$ cat src/include/wdw_pkg.sv
// package for the watchdog and wake-up block: register map, fields, reset values, timing
// assumes a 20 MHz system clock and an Avalon-MM register bus with 32-bit data
package wdw_pkg;
	localparam int unsigned CLK_HZ = 20000000;
	localparam int unsigned SLOW_OSC_HZ = 32000;
	localparam int unsigned SOFT_RESET_DELAY_US = 16;
	localparam int unsigned SOFT_RESET_CYCLES = (SOFT_RESET_DELAY_US * (CLK_HZ / 1000000) > 0) ?
		SOFT_RESET_DELAY_US * (CLK_HZ / 1000000) : 1;
	localparam int unsigned RESET_PULSE_CYCLES = 4;

	// byte offsets, 32-bit aligned words
	localparam logic [3:0] OFS_WDT_CTRL = 4'h0;
	localparam logic [3:0] OFS_RST_CAUSE = 4'h4;
	localparam logic [3:0] OFS_STATUS = 4'h8;
	localparam logic [3:0] OFS_IRQ_STAT = 4'hc;

	// watchdog_control layout and values
	localparam int unsigned KEY_POS = 3;
	localparam int unsigned SEL_POS = 0;
	localparam logic [4:0] KEY_DISABLE = 5'h15;
	localparam logic [4:0] KEY_ENABLE = 5'h0a;
	localparam logic [2:0] SEL_RESET = 3'h3;
	localparam logic [7:0] WDT_CTRL_RESET = {KEY_ENABLE, SEL_RESET};

	// reset_cause_flags bit positions
	localparam int unsigned WRF_POS = 0;
	localparam int unsigned LRF_POS = 1;
	localparam int unsigned LOW_VOLTAGE_RESET_FLAG_POS = 2;
	localparam int unsigned RESET_CTRL_SW_FLAG_POS = 3;

	// status register bit positions
	localparam int unsigned PDF_POS = 0;
	localparam int unsigned TO_POS = 1;
	localparam int unsigned HALTED_POS = 2;

	// interrupt status/mask bits
	localparam int unsigned EV_WAKE = 0;
	localparam int unsigned EV_EXPIRE = 1;
	localparam int unsigned EV_KEYRST = 2;
	localparam int unsigned EV_NUM = 3;

	localparam int unsigned CNT_W = 19;

	typedef enum logic [1:0] {
		WDW_RUN,
		WDW_HALT,
		WDW_KEYWAIT
	} wdw_mode_t;

	typedef struct packed {
		logic [7:0] wdt_ctrl;
		logic [7:0] rst_cause;
		logic power_down_flag;
		logic watchdog_expiry_flag;
		logic [CNT_W-1:0] count;
		logic [7:0] porta_wake_mask;
		logic [7:0] porta_s1;
		logic [7:0] porta_s2;
		logic [7:0] porta_prev;
		logic osc_s1;
		logic osc_s2;
		logic osc_prev;
		logic [31:0] delay;
		logic [2:0] rst_pulse;
		logic [31:0] pend_at_halt;
		logic wake_p;
		logic vector_p;
		logic pcsp_rst_p;
		logic [EV_NUM-1:0] irq_stat;
		logic [EV_NUM-1:0] irq_mask;
		logic [31:0] rdata;
		logic rvalid;
		wdw_mode_t mode;
	} wdw_state_t;

	typedef struct packed {
		logic halt;
		logic watchdog_clear_instruction;
		logic fast_idle_enable;
		logic slow_idle_enable;
		logic [31:0] irq_pend;
		logic [31:0] irq_en;
		logic stack_full;
	} wdw_core_t;
endpackage : wdw_pkg

$ cat src/hw/wdw_top.sv
// watchdog timer with keyed enable, reset-cause flags and halt/wake-up control
// assumes the core pulses halt and watchdog_clear_instruction for one cycle and acts on the wake and reset pulses
`timescale 1ns/1ns
module wdw_top (
	input wire logic clk_i, // 20 MHz system clock
	input wire logic sys_rst_i, // asynchronous power-on reset, active high
	input wire logic [3:0] avs_address_i, // byte address
	input wire logic avs_read_i, // read request
	input wire logic avs_write_i, // write request
	input wire logic [31:0] avs_writedata_i, // write data
	input wire logic [3:0] avs_byteenable_i, // byte lanes
	output logic [31:0] avs_readdata_o, // read data
	output logic avs_waitrequest_o, // stall
	input wire wdw_pkg::wdw_core_t core_i, // core request group
	input wire logic slow_internal_osc_i, // slow oscillator, async
	input wire logic [7:0] porta_i, // port a pins, async
	output logic halted_o, // core halted in sleep/idle
	output logic sleep_o, // all clocks but watchdog's off
	output logic wake_o, // wake pulse, resume after halt
	output logic vector_o, // take interrupt on wake
	output logic pcsp_rst_o, // reset only pc and stack pointer
	output logic dev_rst_o, // full device reset pulse
	output logic irq_o // level interrupt
);
	wdw_pkg::wdw_state_t s_q;
	wdw_pkg::wdw_state_t s_d;

	function automatic logic [wdw_pkg::CNT_W-1:0] limit_of(input logic [2:0] sel);
		case (sel)
			3'h0: limit_of = wdw_pkg::CNT_W'(1) << 8;
			3'h1: limit_of = wdw_pkg::CNT_W'(1) << 10;
			3'h2: limit_of = wdw_pkg::CNT_W'(1) << 12;
			3'h3: limit_of = wdw_pkg::CNT_W'(1) << 14;
			default: limit_of = wdw_pkg::CNT_W'(1) << (5'd15 + {2'h0, sel[1:0]});
		endcase
	endfunction : limit_of

	function automatic logic key_bad(input logic [4:0] key);
		key_bad = (key != wdw_pkg::KEY_ENABLE) && (key != wdw_pkg::KEY_DISABLE);
	endfunction : key_bad

	function automatic logic [7:0] merge8(input logic [7:0] old, input logic [31:0] wd,
			input logic be);
		merge8 = be ? wd[7:0] : old;
	endfunction : merge8

	////////////////////////////////////////////////////////////////////////////////
	localparam int unsigned EV_NUM_W = wdw_pkg::EV_NUM;
	logic access;
	logic commit;
	logic wr_ctrl;
	logic wr_cause;
	logic wr_stat;
	logic wr_irq;
	logic slow_tick;
	logic overflow;
	logic [7:0] pin_fall;
	logic [31:0] new_irq;
	logic wdt_on;
	logic [EV_NUM_W-1:0] ev;
	logic [7:0] ctrl_new;

	always_comb begin
		s_d = s_q;
		ev = '0;
		access = (avs_read_i || avs_write_i) && !s_q.rvalid;
		// a write lands only at the edge that sees waitrequest low, never while stalled
		commit = avs_write_i && s_q.rvalid;
		wr_ctrl = commit && avs_address_i == wdw_pkg::OFS_WDT_CTRL;
		wr_cause = commit && avs_address_i == wdw_pkg::OFS_RST_CAUSE;
		wr_stat = commit && avs_address_i == wdw_pkg::OFS_STATUS;
		wr_irq = commit && avs_address_i == wdw_pkg::OFS_IRQ_STAT;
		ctrl_new = merge8(s_q.wdt_ctrl, avs_writedata_i, avs_byteenable_i[0]);

		// synchronisers: logic reads only the second stage and the delayed copy after it, never the first
		s_d.osc_s1 = slow_internal_osc_i;
		s_d.osc_s2 = s_q.osc_s1;
		s_d.osc_prev = s_q.osc_s2;
		s_d.porta_s1 = porta_i;
		s_d.porta_s2 = s_q.porta_s1;
		s_d.porta_prev = s_q.porta_s2;
		slow_tick = s_q.osc_s2 && !s_q.osc_prev;
		pin_fall = s_q.porta_prev & ~s_q.porta_s2 & s_q.porta_wake_mask;
		new_irq = core_i.irq_pend & ~s_q.pend_at_halt;

		wdt_on = s_q.wdt_ctrl[wdw_pkg::KEY_POS +: 5] == wdw_pkg::KEY_ENABLE;
		overflow = wdt_on && slow_tick &&
			(s_q.count + 1'b1) >= limit_of(s_q.wdt_ctrl[2:0]);

		s_d.wake_p = 1'b0;
		s_d.vector_p = 1'b0;
		s_d.pcsp_rst_p = 1'b0;
		s_d.rst_pulse = (s_q.rst_pulse != 3'h0) ? s_q.rst_pulse - 3'h1 : 3'h0;

		// watchdog counter
		if (wdt_on && slow_tick) begin
			s_d.count = overflow ? '0 : s_q.count + 1'b1;
		end

		case (s_q.mode)
			wdw_pkg::WDW_RUN: begin
				if (core_i.halt) begin
					s_d.mode = wdw_pkg::WDW_HALT;
					s_d.power_down_flag = 1'b1;
					s_d.watchdog_expiry_flag = 1'b0;
					s_d.count = '0;
					s_d.pend_at_halt = core_i.irq_pend;
				end else if (overflow) begin
					s_d.watchdog_expiry_flag = 1'b1;
					s_d.rst_pulse = 3'(wdw_pkg::RESET_PULSE_CYCLES);
					ev[wdw_pkg::EV_EXPIRE] = 1'b1;
				end
			end
			wdw_pkg::WDW_HALT: begin
				if (overflow) begin
					s_d.watchdog_expiry_flag = 1'b1;
					s_d.pcsp_rst_p = 1'b1;
					s_d.wake_p = 1'b1;
					s_d.mode = wdw_pkg::WDW_RUN;
					ev[wdw_pkg::EV_EXPIRE] = 1'b1;
					ev[wdw_pkg::EV_WAKE] = 1'b1;
				end else if (|new_irq) begin
					s_d.wake_p = 1'b1;
					s_d.vector_p = |(new_irq & core_i.irq_en) && !core_i.stack_full;
					s_d.mode = wdw_pkg::WDW_RUN;
					ev[wdw_pkg::EV_WAKE] = 1'b1;
				end else if (|pin_fall) begin
					s_d.wake_p = 1'b1;
					s_d.mode = wdw_pkg::WDW_RUN;
					ev[wdw_pkg::EV_WAKE] = 1'b1;
				end
			end
			wdw_pkg::WDW_KEYWAIT: begin
				if (s_q.delay <= 32'h1) begin
					s_d.rst_pulse = 3'(wdw_pkg::RESET_PULSE_CYCLES);
					s_d.wdt_ctrl = wdw_pkg::WDT_CTRL_RESET;
					s_d.mode = wdw_pkg::WDW_RUN;
				end else begin
					s_d.delay = s_q.delay - 32'h1;
				end
			end
			default: s_d.mode = wdw_pkg::WDW_RUN;
		endcase

		if (core_i.watchdog_clear_instruction) begin
			s_d.count = '0;
			s_d.power_down_flag = 1'b0;
		end

		// register writes
		if (wr_ctrl) begin
			s_d.wdt_ctrl = ctrl_new;
			if (key_bad(ctrl_new[wdw_pkg::KEY_POS +: 5])) begin
				s_d.count = '0;
				s_d.mode = wdw_pkg::WDW_KEYWAIT;
				s_d.delay = wdw_pkg::SOFT_RESET_CYCLES;
				s_d.rst_cause[wdw_pkg::WRF_POS] = 1'b1;
				ev[wdw_pkg::EV_KEYRST] = 1'b1;
			end
		end
		if (wr_cause && avs_byteenable_i[0]) begin
			// only software clears; a set in the same cycle wins
			s_d.rst_cause[3:0] = avs_writedata_i[3:0] &
				(s_q.rst_cause[3:0] | s_d.rst_cause[3:0]);
			if (ev[wdw_pkg::EV_KEYRST]) begin
				s_d.rst_cause[wdw_pkg::WRF_POS] = 1'b1;
			end
		end
		if (wr_stat && avs_byteenable_i[1]) begin
			s_d.porta_wake_mask = avs_writedata_i[15:8];
		end
		if (wr_irq) begin
			if (avs_byteenable_i[0]) begin
				s_d.irq_stat = s_q.irq_stat & ~avs_writedata_i[EV_NUM_W-1:0];
			end
			if (avs_byteenable_i[1]) begin
				s_d.irq_mask = avs_writedata_i[8 +: EV_NUM_W];
			end
		end
		s_d.irq_stat = s_d.irq_stat | ev;

		// read answer, one cycle after the request
		s_d.rvalid = access;
		if (access && avs_read_i) begin
			case (avs_address_i)
				wdw_pkg::OFS_WDT_CTRL: s_d.rdata = {24'h0, s_q.wdt_ctrl};
				wdw_pkg::OFS_RST_CAUSE: s_d.rdata = {28'h0, s_q.rst_cause[3:0]};
				wdw_pkg::OFS_STATUS: s_d.rdata = {16'h0, s_q.porta_wake_mask, 5'h0,
					s_q.mode == wdw_pkg::WDW_HALT, s_q.watchdog_expiry_flag,
					s_q.power_down_flag};
				wdw_pkg::OFS_IRQ_STAT: s_d.rdata = {21'h0, s_q.irq_mask, 5'h0, s_q.irq_stat};
				default: s_d.rdata = 32'h0;
			endcase
		end
	end

	////////////////////////////////////////////////////////////////////////////////
	always_ff @(posedge clk_i or posedge sys_rst_i) begin
		if (sys_rst_i) begin
			s_q <= '0;
			s_q.wdt_ctrl <= wdw_pkg::WDT_CTRL_RESET;
			s_q.mode <= wdw_pkg::WDW_RUN;
		end else begin
			s_q <= s_d;
		end
	end

	assign avs_waitrequest_o = (avs_read_i || avs_write_i) && !s_q.rvalid;
	assign avs_readdata_o = s_q.rdata;
	assign halted_o = s_q.mode == wdw_pkg::WDW_HALT;
	// sleep keeps only the watchdog's clock; idle modes leave the others to the clock unit
	assign sleep_o = halted_o && !core_i.fast_idle_enable && !core_i.slow_idle_enable;
	assign wake_o = s_q.wake_p;
	assign vector_o = s_q.vector_p;
	assign pcsp_rst_o = s_q.pcsp_rst_p;
	assign dev_rst_o = s_q.rst_pulse != 3'h0;
	assign irq_o = |(s_q.irq_stat & s_q.irq_mask);
endmodule : wdw_top

$ cat config.mk
export PLATFORM = sky130hd
export DESIGN_NAME = wdw_top
export DESIGN_NICKNAME = d
export VERILOG_FILES = /design/src/include/wdw_pkg.sv /design/src/hw/wdw_top.sv
export SDC_FILE = /design/constraint.sdc
export NUM_CORES = 1
export LEC_CHECK = 0
export ABC_CLOCK_PERIOD_IN_PS = 7000
export BUFFER_PORTS_ARGS = -buffer_cell sky130_fd_sc_hd__buf_2
export CORE_UTILIZATION = 55
export DETAILED_ROUTE_END_ITERATION = 10
export GPL_ROUTABILITY_DRIVEN = 0
export GPL_TIMING_DRIVEN = 0
export PLACE_DENSITY = 0.8
export SLEW_MARGIN = 20
export SYNTH_ARGS = -nofsm -noshare
export SYNTH_HDL_FRONTEND = slang
export SYNTH_SLANG_ARGS = --single-unit
$ cat constraint.sdc
create_clock -name clk_i -period 7 [get_ports clk_i]
set_clock_uncertainty 0.05 [all_clocks]
set_input_delay 1.4 -clock clk_i [delete_from_list [all_inputs] [get_ports clk_i]]
set_output_delay 1.4 -clock clk_i [all_outputs]
set_load 0.05 [all_outputs]
==> metrics.log, run 1 <==
[metrics] setup TNS after final layout: 0 ns
[metrics] area inside the core boundary: 0.0146 mm²
[metrics] total number of placement rows: between 40 and 50
[metrics] antenna-violating nets left: 0
[metrics] slew at the pin closest to its max-slew limit: 0.914 ns
[metrics] Inserted Clock Buffers: 17
[metrics] hold buffer count at CTS: 0
[metrics] antenna violations before repair: 0
[metrics] Comb pwr share: about 17%
[metrics] count of buffers inserted at the top-level ports: between 100 and 150
[metrics] critical path cell sequence: nand3_1 -> nor3_1 -> nand3_1 -> xnor2_1 -> ha_1 -> and4_1 -> o2111a_1 -> a2111o_1 -> a41oi_4 -> or4b_1 -> buf_6 -> buf_8 -> nor2_1
[metrics] startpoint type of the worst setup path: flop
[metrics] Mapped Cells: 800
[metrics] wirelength, routed: roughly 18000 µm
[metrics] pin count of the biggest net entering global routing: 93
[metrics] Lkg Pwr: between 0.004 and 0.005 µW
[metrics] Post-Place Cell Area: between 0.009 and 0.01 mm²
[metrics] clock latency of the later-clocked register in the worst-skew pair: 0.43 ns
[metrics] Data required, critical path: 7.30 ns
[metrics] post-route cell area: 0.00992 mm²
[metrics] post-DP HPWL: 13100 µm
[metrics] drt drc: 18
[metrics] maximum buffer depth of the clock tree: 2
[metrics] P per Cell Area: 258 mW/mm²
[metrics] largest driver fanout on the critical path: 10
[metrics] initial drt markers: around 430
[metrics] clock tree from TritonCTS: yes
[metrics] effective utilization at floorplan: 56.7%
[metrics] setup repair after global routing missed its margin: false
[metrics] vias post-DR: ~6400
[metrics] Diodes inserted: 0
[metrics] post-synthesis register bit count: 163
[metrics] internal portion of total power: 1810 µW
[metrics] root cell of the clock tree: sky130_fd_sc_hd__clkbuf_16
[metrics] yosys synthesis warning count: 0
[metrics] Fill cells: 1150
[metrics] upper clock frequency limit: about 0.24 GHz
[metrics] outcome: complete, but fails checks
[metrics] GRT Util Overall: 23.9%
[metrics] number of pins exceeding their max-slew limit in the final report: 0
[metrics] Total Die Area: between 0.015 and 0.02 mm²
[metrics] kind of capture point of the worst setup path: flop
[metrics] clock network power share: between 30% and 40%
[metrics] maximum single-stage delay on the critical path: 0.77 ns
[metrics] crit path DAT: 4.52 ns
[metrics] power spent charging and discharging nets: around 750 µW
[metrics] NumNets Final: 1113
[metrics] flip-flop cell with the highest count after synthesis: sky130_fd_sc_hd__dfrtp_1
[metrics] share of cells above drive strength 1: about a quarter
[metrics] part of the Yosys area used for sequential elements: between 40% and 50%
[metrics] Critical Setup Path Class: reg -> reg
[metrics] final setup violation count: 0
[metrics] Period Utilization, post-route: 60.3%
[metrics] area growth from synthesis to final layout: 19.4%
[metrics] count of buffers added by post-CTS timing repair for setup: 0
[metrics] critical path's most frequent cell: sky130_fd_sc_hd__nand3_1
[metrics] max_cap viols: 0
[metrics] x dimension of the die: about 120 µm
[metrics] remaining global-route overflow: 0
[metrics] TritonCTS sink count: 163
[metrics] Netlist Area Pre-Place: 0.00830 mm²
[metrics] average routed wire per standard cell: 15.3 µm
[metrics] number of enable flip-flop cells after synthesis: 0
[metrics] depth of the CTS H-tree: 4
[metrics] clock input transition at the sequential cells of the worst setup and hold paths: around 0.07 ns
[metrics] drt pass-1 iters: 8
[metrics] sequential share of power: 45.9%
[metrics] minimum period implied by the final worst setup slack: 4.22 ns
[metrics] failing checks: DRC
[metrics] count of final hold-check violations: 0
[metrics] number of vias per cell: 5.46
[metrics] top-level I/O count: 162
[metrics] first-pass GRT wire length: 29300 µm
[metrics] Avg Cell Area, Syn: 10.4 µm²
[metrics] cell at the slowest stage of the critical path: sky130_fd_sc_hd__nor3_1
[metrics] proportion of synthesized flip-flops having asynchronous set or reset: 100%
[metrics] max_slew headroom: around two fifths
[metrics] Fin Hold WS: 0.301 ns
[metrics] switching fraction of total power: 29.3%
[metrics] worst ir drop on vdd: approximately 0.18 mV
[metrics] Gates resized, CTS repair: 0
[metrics] via count of the first global-routing pass: roughly 6100
[metrics] die span in y: approximately 120 µm
[metrics] worst hold path type: reg -> reg
[metrics] post-synth cell types: 65
## critical path, delay by kind of cell (launching register included)
| kind | cells | cell delay, ns |
|---|---|---|
| buffers and inverters | 2 | 0.32 |
| AO/OA/AOI/OAI | 3 | 0.94 |
| AND/OR/NAND/NOR | 6 | 1.95 |
| XOR/XNOR | 1 | 0.19 |
| flip-flops | 1 | 0.43 |
| adder cells (fa/ha/maj) | 1 | 0.25 |
## registers in the layout (all words and copies together), names as in the netlist
name,flops
wake_o,1
vector_o,1
pcsp_rst_o,1
s_q,126
s_d,18
avs_readdata_o,16
## Yosys cell counts, drive strengths merged (22+ instances only)
cell    number  area [µm²]
dfrtp      159        3980
nor2        80         300
nand2       67         251
mux2        43         484
buf         37         278
xor2        33         289
inv         29         109
nand2b      29         181
xnor2       26         228
o21ai       24         120
nand3       23         115
clkbuf      22        82.6
nand3b      22         165
## final cells by class
class | instances | area (µm²) | area share [%]
multi-input combinational | 573 | 3850 | 38.8
inverter | 29 | 116 | 1.17
sequential | 163 | 4080 | 41.2
tap | 184 | 230 | 2.32
timing repair buffer | 127 | 658 | 6.64
clock buffer | 18 | 439 | 4.43
clock inverter | 14 | 184 | 1.85
buffer | 59 | 360 | 3.63
## final timing paths
check                               start       end  slack [ns]  cells after the start
worst max-delay path             s_q[148]  s_q[158]        2.78                     13
worst min-delay path             s_d[124]  s_d[116]        0.30                      0
worst max register to register   s_q[148]  s_q[158]        2.78                     13
worst min register to register   s_d[124]  s_d[116]        0.30                      0
max in group asynchronous       sys_rst_i   s_q[64]        5.12                      3
min in group asynchronous       sys_rst_i   s_q[71]        0.97                      2
## cells in the final DEF, fill, tap and decap left out, types with 5 or more instances in the layout
cell type                   synthesis  final
sky130_fd_sc_hd__nand2b_1          29     29
sky130_fd_sc_hd__mux2i_1            5      5
sky130_fd_sc_hd__or3_1              7      7
sky130_fd_sc_hd__nand3_1           23     23
sky130_fd_sc_hd__ha_1              21     21
sky130_fd_sc_hd__and4_1             7      7
sky130_fd_sc_hd__inv_1             29     28
sky130_fd_sc_hd__clkbuf_16          0     17
sky130_fd_sc_hd__o2111ai_1         14     14
sky130_fd_sc_hd__nand2_1           67     67
sky130_fd_sc_hd__nor3_1            15     14
sky130_fd_sc_hd__nor4_1            15     15
sky130_fd_sc_hd__nand4b_1           6      6
sky130_fd_sc_hd__mux2_2            43     43
sky130_fd_sc_hd__buf_4             32     32
sky130_fd_sc_hd__a21oi_1           14     14
sky130_fd_sc_hd__clkbuf_1          22     22
sky130_fd_sc_hd__xor2_1            33     33
sky130_fd_sc_hd__dfrtp_1          159    159
sky130_fd_sc_hd__conb_1             2     26
sky130_fd_sc_hd__nand4_1           11     11
sky130_fd_sc_hd__buf_2              0    126
sky130_fd_sc_hd__nand3b_1          22     22
sky130_fd_sc_hd__xnor2_1           26     26
sky130_fd_sc_hd__and3_1             8      8
sky130_fd_sc_hd__o21ai_0           24     24
sky130_fd_sc_hd__inv_8              0      6
sky130_fd_sc_hd__nor2_1            80     80
## stage by stage
stage | utilization (%) | setup WS (ns) | instances | total power, µW
5_1_grt | 67.7 | 2.53 | 1167 | 2670
3_5_place_dp | 63.5 | 2.77 | 1135 | 1610
6_report | 67.7 | 2.78 | 1167 | 2560
4_1_cts | 67.7 | 2.73 | 1167 | 2570
2_1_floorplan | - | 1.15 | 824 | 1480
3_3_place_gp | 63.2 | -0.572 | 1134 | 1590
## cell families (layout without fill, tap and decap cells)
family / after synthesis / after routing / share of synthesized area [%]
compound gates: 102 / 102 / 9.06
mux: 48 / 48 / 6.43
other cells: 2 / 26 / 0.0904
xor+xnor: 59 / 59 / 6.22
buf+inv: 88 / 247 / 5.65
fa+ha+maj: 21 / 21 / 3.16
simple gates: 317 / 317 / 20.2
flops: 163 / 163 / 49.2
## power by group through the flow
stage	clock network (µW)	registers (µW)	logic [µW]
5_1_grt	1020	1190	465
2_1_floorplan	0	1160	315
6_report	963	1170	423
3_5_place_dp	0	1190	423
4_1_cts	975	1170	425
3_3_place_gp	0	1180	408
## routing by layer
metal,global-route usage [%],part of all wire (%),vias to the layer above
li1,-,-,3125
met1,31.4,46,3046
met2,39.9,49,176
met3,4.25,4.0,27
met4,8.90,1.7,0
met5,0,0,-
Power figures use the tool's default switching activity.
==> run 2, diff against run 1 <==
ABC_AREA = 1   (was default)
ABC_CLOCK_PERIOD_IN_PS = 4000   (was 7000)
PLACE_DENSITY = 0.79   (was 0.8)
clock period = 4 ns   (was 7 ns; I/O delays follow)
==> run 2 against run 1 <==
Effect of this change:
- the run now ends clean
- clock power grew 64%
- non-clock buffer count shrank 2
- fmax grew 25%
- combinational power grew 98%
- synthesized area grew 6.1%
- sequential share of layout area shrank 2.2 points
- design area grew 5.6%
- utilization grew 0.17 points
- flip-flop and latch count is the same
- final cell count grew 33%
- hold slack lost 0.011 ns
- critical path type unchanged
- critical endpoint is now s_q[153]
==> metrics.log, run 2 <==
[metrics] share of cells above drive strength 1: 17.7%
[metrics] Gates resized, CTS repair: 0
[metrics] outcome: completed
[metrics] top register by number of flip-flops: s_q
[metrics] NumNets Final: roughly 1500
[metrics] kind of capture point of the worst setup path: flop
[metrics] remaining global-route overflow: 0
[metrics] max_cap viols: 0
[metrics] vias post-DR: between 8000 and 9000
[metrics] origin of the worst setup path: s_q[146]
[metrics] clock latency of the later-clocked register in the worst-skew pair: roughly 0.43 ns
[metrics] crit path DAT: about 3.7 ns
[metrics] x dimension of the die: 129 µm
[metrics] wirelength, routed: between 20000 and 25000 µm
[metrics] drt drc: 0
[metrics] Period Utilization, post-route: 84.5%
[metrics] largest driver fanout on the critical path: 10
[metrics] effective utilization at floorplan: 57.1%
[metrics] antenna violations before repair: 1
[metrics] Avg Cell Area, Syn: 7.63 µm²
[metrics] pin count of the biggest net entering global routing: 36
[metrics] startpoint type of the worst setup path: flop
[metrics] area inside the core boundary: 0.0154 mm²
[metrics] setup repair after global routing missed its margin: false
[metrics] count of buffers added by post-CTS timing repair for setup: 0
[metrics] final setup violation count: 0
[metrics] register-to-register setup slack: 0.62 ns
[metrics] power spent charging and discharging nets: 1390 µW
[metrics] average routed wire per standard cell: 13.5 µm
[metrics] CP top delay family: simple AND/OR/NAND/NOR gates
[metrics] post-DP HPWL: 15900 µm
[metrics] Largest register FFs: 126
[metrics] GRT Util Overall: 27.4%
[metrics] cell at the slowest stage of the critical path: sky130_fd_sc_hd__dfrtp_1
[metrics] setup TNS after final layout: 0 ns
[metrics] drt pass-1 iters: 5
[metrics] most used cells in the layout excluding fill and tap cells: 297 x sky130_fd_sc_hd__nand2_1, 159 x sky130_fd_sc_hd__dfrtp_1, 156 x sky130_fd_sc_hd__nor2_1, 139 x sky130_fd_sc_hd__inv_1, 132 x sky130_fd_sc_hd__buf_2
[metrics] upper clock frequency limit: approximately 0.3 GHz
[metrics] Crit. path cell count: 17
[metrics] depth of the CTS H-tree: 4
[metrics] yosys synthesis warning count: 0
[metrics] Fin Hold WS: 0.290 ns
[metrics] Total Die Area: between 0.015 and 0.02 mm²
[metrics] via count of the first global-routing pass: 7607
[metrics] Comb pwr share: 19.0%
[metrics] Netlist Area Pre-Place: 0.00881 mm²
[metrics] commonest non-fill, non-tap cell in the layout: sky130_fd_sc_hd__nand2_1
[metrics] P per Cell Area: 420 mW/mm²
[metrics] top cells by count, synth: 297 x sky130_fd_sc_hd__nand2_1, 159 x sky130_fd_sc_hd__dfrtp_1, 156 x sky130_fd_sc_hd__nor2_1
[metrics] worst hold path type: reg -> reg
[metrics] die span in y: 129 µm
[metrics] flip-flop cell with the highest count after synthesis: sky130_fd_sc_hd__dfrtp_1
[metrics] hold buffer count at CTS: 0
[metrics] Critical Setup Path Class: reg -> reg
[metrics] post-synthesis register bit count: 163
[metrics] part of the Yosys area used for sequential elements: 46.4%
[metrics] worst reg2reg startpoint: s_q[146]
[metrics] CP bufs+invs: 2
[metrics] Inserted Clock Buffers: 17
[metrics] antenna-violating nets left: 0
[metrics] top-level I/O count: between 150 and 200
[metrics] total number of placement rows: 45
[metrics] switching fraction of total power: 31.6%
[metrics] minimum period implied by the final worst setup slack: 3.38 ns
[metrics] count of buffers inserted at the top-level ports: around 130
[metrics] root cell of the clock tree: sky130_fd_sc_hd__clkbuf_16
[metrics] post-synth cell types: 43
[metrics] area fraction of the dominant cell type after synthesis: roughly 45%
[metrics] cells on worst reg2reg path: 17
[metrics] Mapped Cells: 1154
[metrics] final core area utilization: 67.9%
[metrics] first-pass GRT wire length: 35300 µm
[metrics] clock input transition at the sequential cells of the worst setup and hold paths: 0.07 ns
[metrics] initial drt markers: 696
[metrics] max_slew headroom: 28.0%
[metrics] critical path cell sequence: ha_1 -> nand2_1 -> nor2_1 -> inv_1 -> nor4_1 -> xor2_1 -> ha_1 -> nand2_1 -> nor2_1 -> nand2_1 -> nor2_1 -> nor2_1 -> nand3_1 -> nand2_1 -> nand2_4 -> buf_6 -> nor2_2
[metrics] area growth from synthesis to final layout: 18.9%
[metrics] end point of the critical path: s_q[153]
[metrics] slew at the pin closest to its max-slew limit: 1.07 ns
[metrics] sequential share of power: 45.1%
[metrics] Data required, critical path: 4.26 ns
[metrics] maximum single-stage delay on the critical path: 0.47 ns
[metrics] total power of the final layout: 4400 µW
[metrics] endpoint of the most critical register-to-register path: s_q[153]
[metrics] number of vias per cell: 5.17
[metrics] number of pins exceeding their max-slew limit in the final report: 0
[metrics] count of final hold-check violations: 0
[metrics] proportion of synthesized flip-flops having asynchronous set or reset: 100%
[metrics] clock tree from TritonCTS: yes
[metrics] clock network power share: 35.9%
[metrics] maximum buffer depth of the clock tree: 2
[metrics] cell with the most instances after synthesis: sky130_fd_sc_hd__nand2_1
[metrics] Lkg Pwr: between 0.005 and 0.006 µW
[metrics] number of enable flip-flop cells after synthesis: 0
[metrics] internal portion of total power: between 3000 and 4000 µW
[metrics] leading cell types by total area after synthesis: sky130_fd_sc_hd__dfrtp_1 45%, sky130_fd_sc_hd__nand2_1 13%, sky130_fd_sc_hd__nor2_1 6.6%, sky130_fd_sc_hd__inv_1 6.0%, sky130_fd_sc_hd__o21ai_0 5.3%
[metrics] worst ir drop on vdd: ~0.32 mV
[metrics] TritonCTS sink count: 163
[metrics] top cell type by total area after synthesis: sky130_fd_sc_hd__dfrtp_1
## run 2: changes by cell type after synthesis, sizes merged, moves of 16 or more
cell and change:
inv +115, xnor2 -23, nand2 +234, o21ai +74, nand3b -16, mux2 -40, nand3 +43, nand2b -29
nor2 +92
## run 2: worst reg2reg max path, delay by kind of cell (launching register included)
kind | cells | cell delay, ns
xor gates and xnor gates | 1 | 0.15
adders and majority gates | 2 | 0.62
buffers and inverters | 2 | 0.27
DFF | 1 | 0.47
and+or+nand+nor | 12 | 1.72
## run 2: power by group through the flow
stage	Clock, µW	Sequential [µW]	Combinational [µW]
floorplan	0	1960	622
global placement	0	2000	794
detailed placement	0	2010	834
CTS	1590	1980	839
global route	1670	2010	958
finish	1580	1990	838
## run 2: layout make-up
cell class                 instances  area [µm²]
antenna                            1        2.50
buffer                            52         337
clock buffer                      19         443
clock inverter                    13         126
fill                            1324        4950
inverter                         144         544
multi-input combinational        819        3940
sequential                       163        4080
tap                              211         264
timing repair buffer             132         736
## run 2: worst min-delay path by stage
stage,end,cells past startpoint,slack (ns),startpoint
after floorplan,s_d[111],0,0.28,s_d[112]
after global placement,s_d[118],0,0.28,s_d[126]
after detailed placement,s_d[115],0,0.29,s_d[123]
after CTS,s_d[115],0,0.29,s_d[123]
after global routing,s_d[115],0,0.30,s_d[123]
final,s_d[115],0,0.29,s_d[123]
## run 2: layer usage
metal  share of wire (%)  GRT usage [%]
met5                   0              0
met4                 2.5           11.5
met3                 6.4           5.28
met2                  47           44.6
met1                  44           35.9
## run 2: per-stage QoR
stage / area [µm²] / worst slack [ns] / instances
3_5_place_dp: 9900 / 0.704 / 1521
5_1_grt: 10500 / 0.238 / 1553
2_1_floorplan: 8900 / 0.726 / 1178
6_report: 10500 / 0.618 / 1554
4_1_cts: 10500 / 0.684 / 1553
3_3_place_gp: 9800 / 0.108 / 1516
## run 2: cells by family after synthesis
kind of cell               count (synthesis)  share of synthesized area (%)
and+or+nand+nor                          596                           28.7
buffers and inverters                    196                           9.96
DFF                                      163                           46.4
AOI/OAI and AO/OA                        148                           9.06
xor gates and xnor gates                  25                           2.49
adders and majority gates                 21                           2.98
muxes                                      3                          0.383
other                                      2                         0.0852
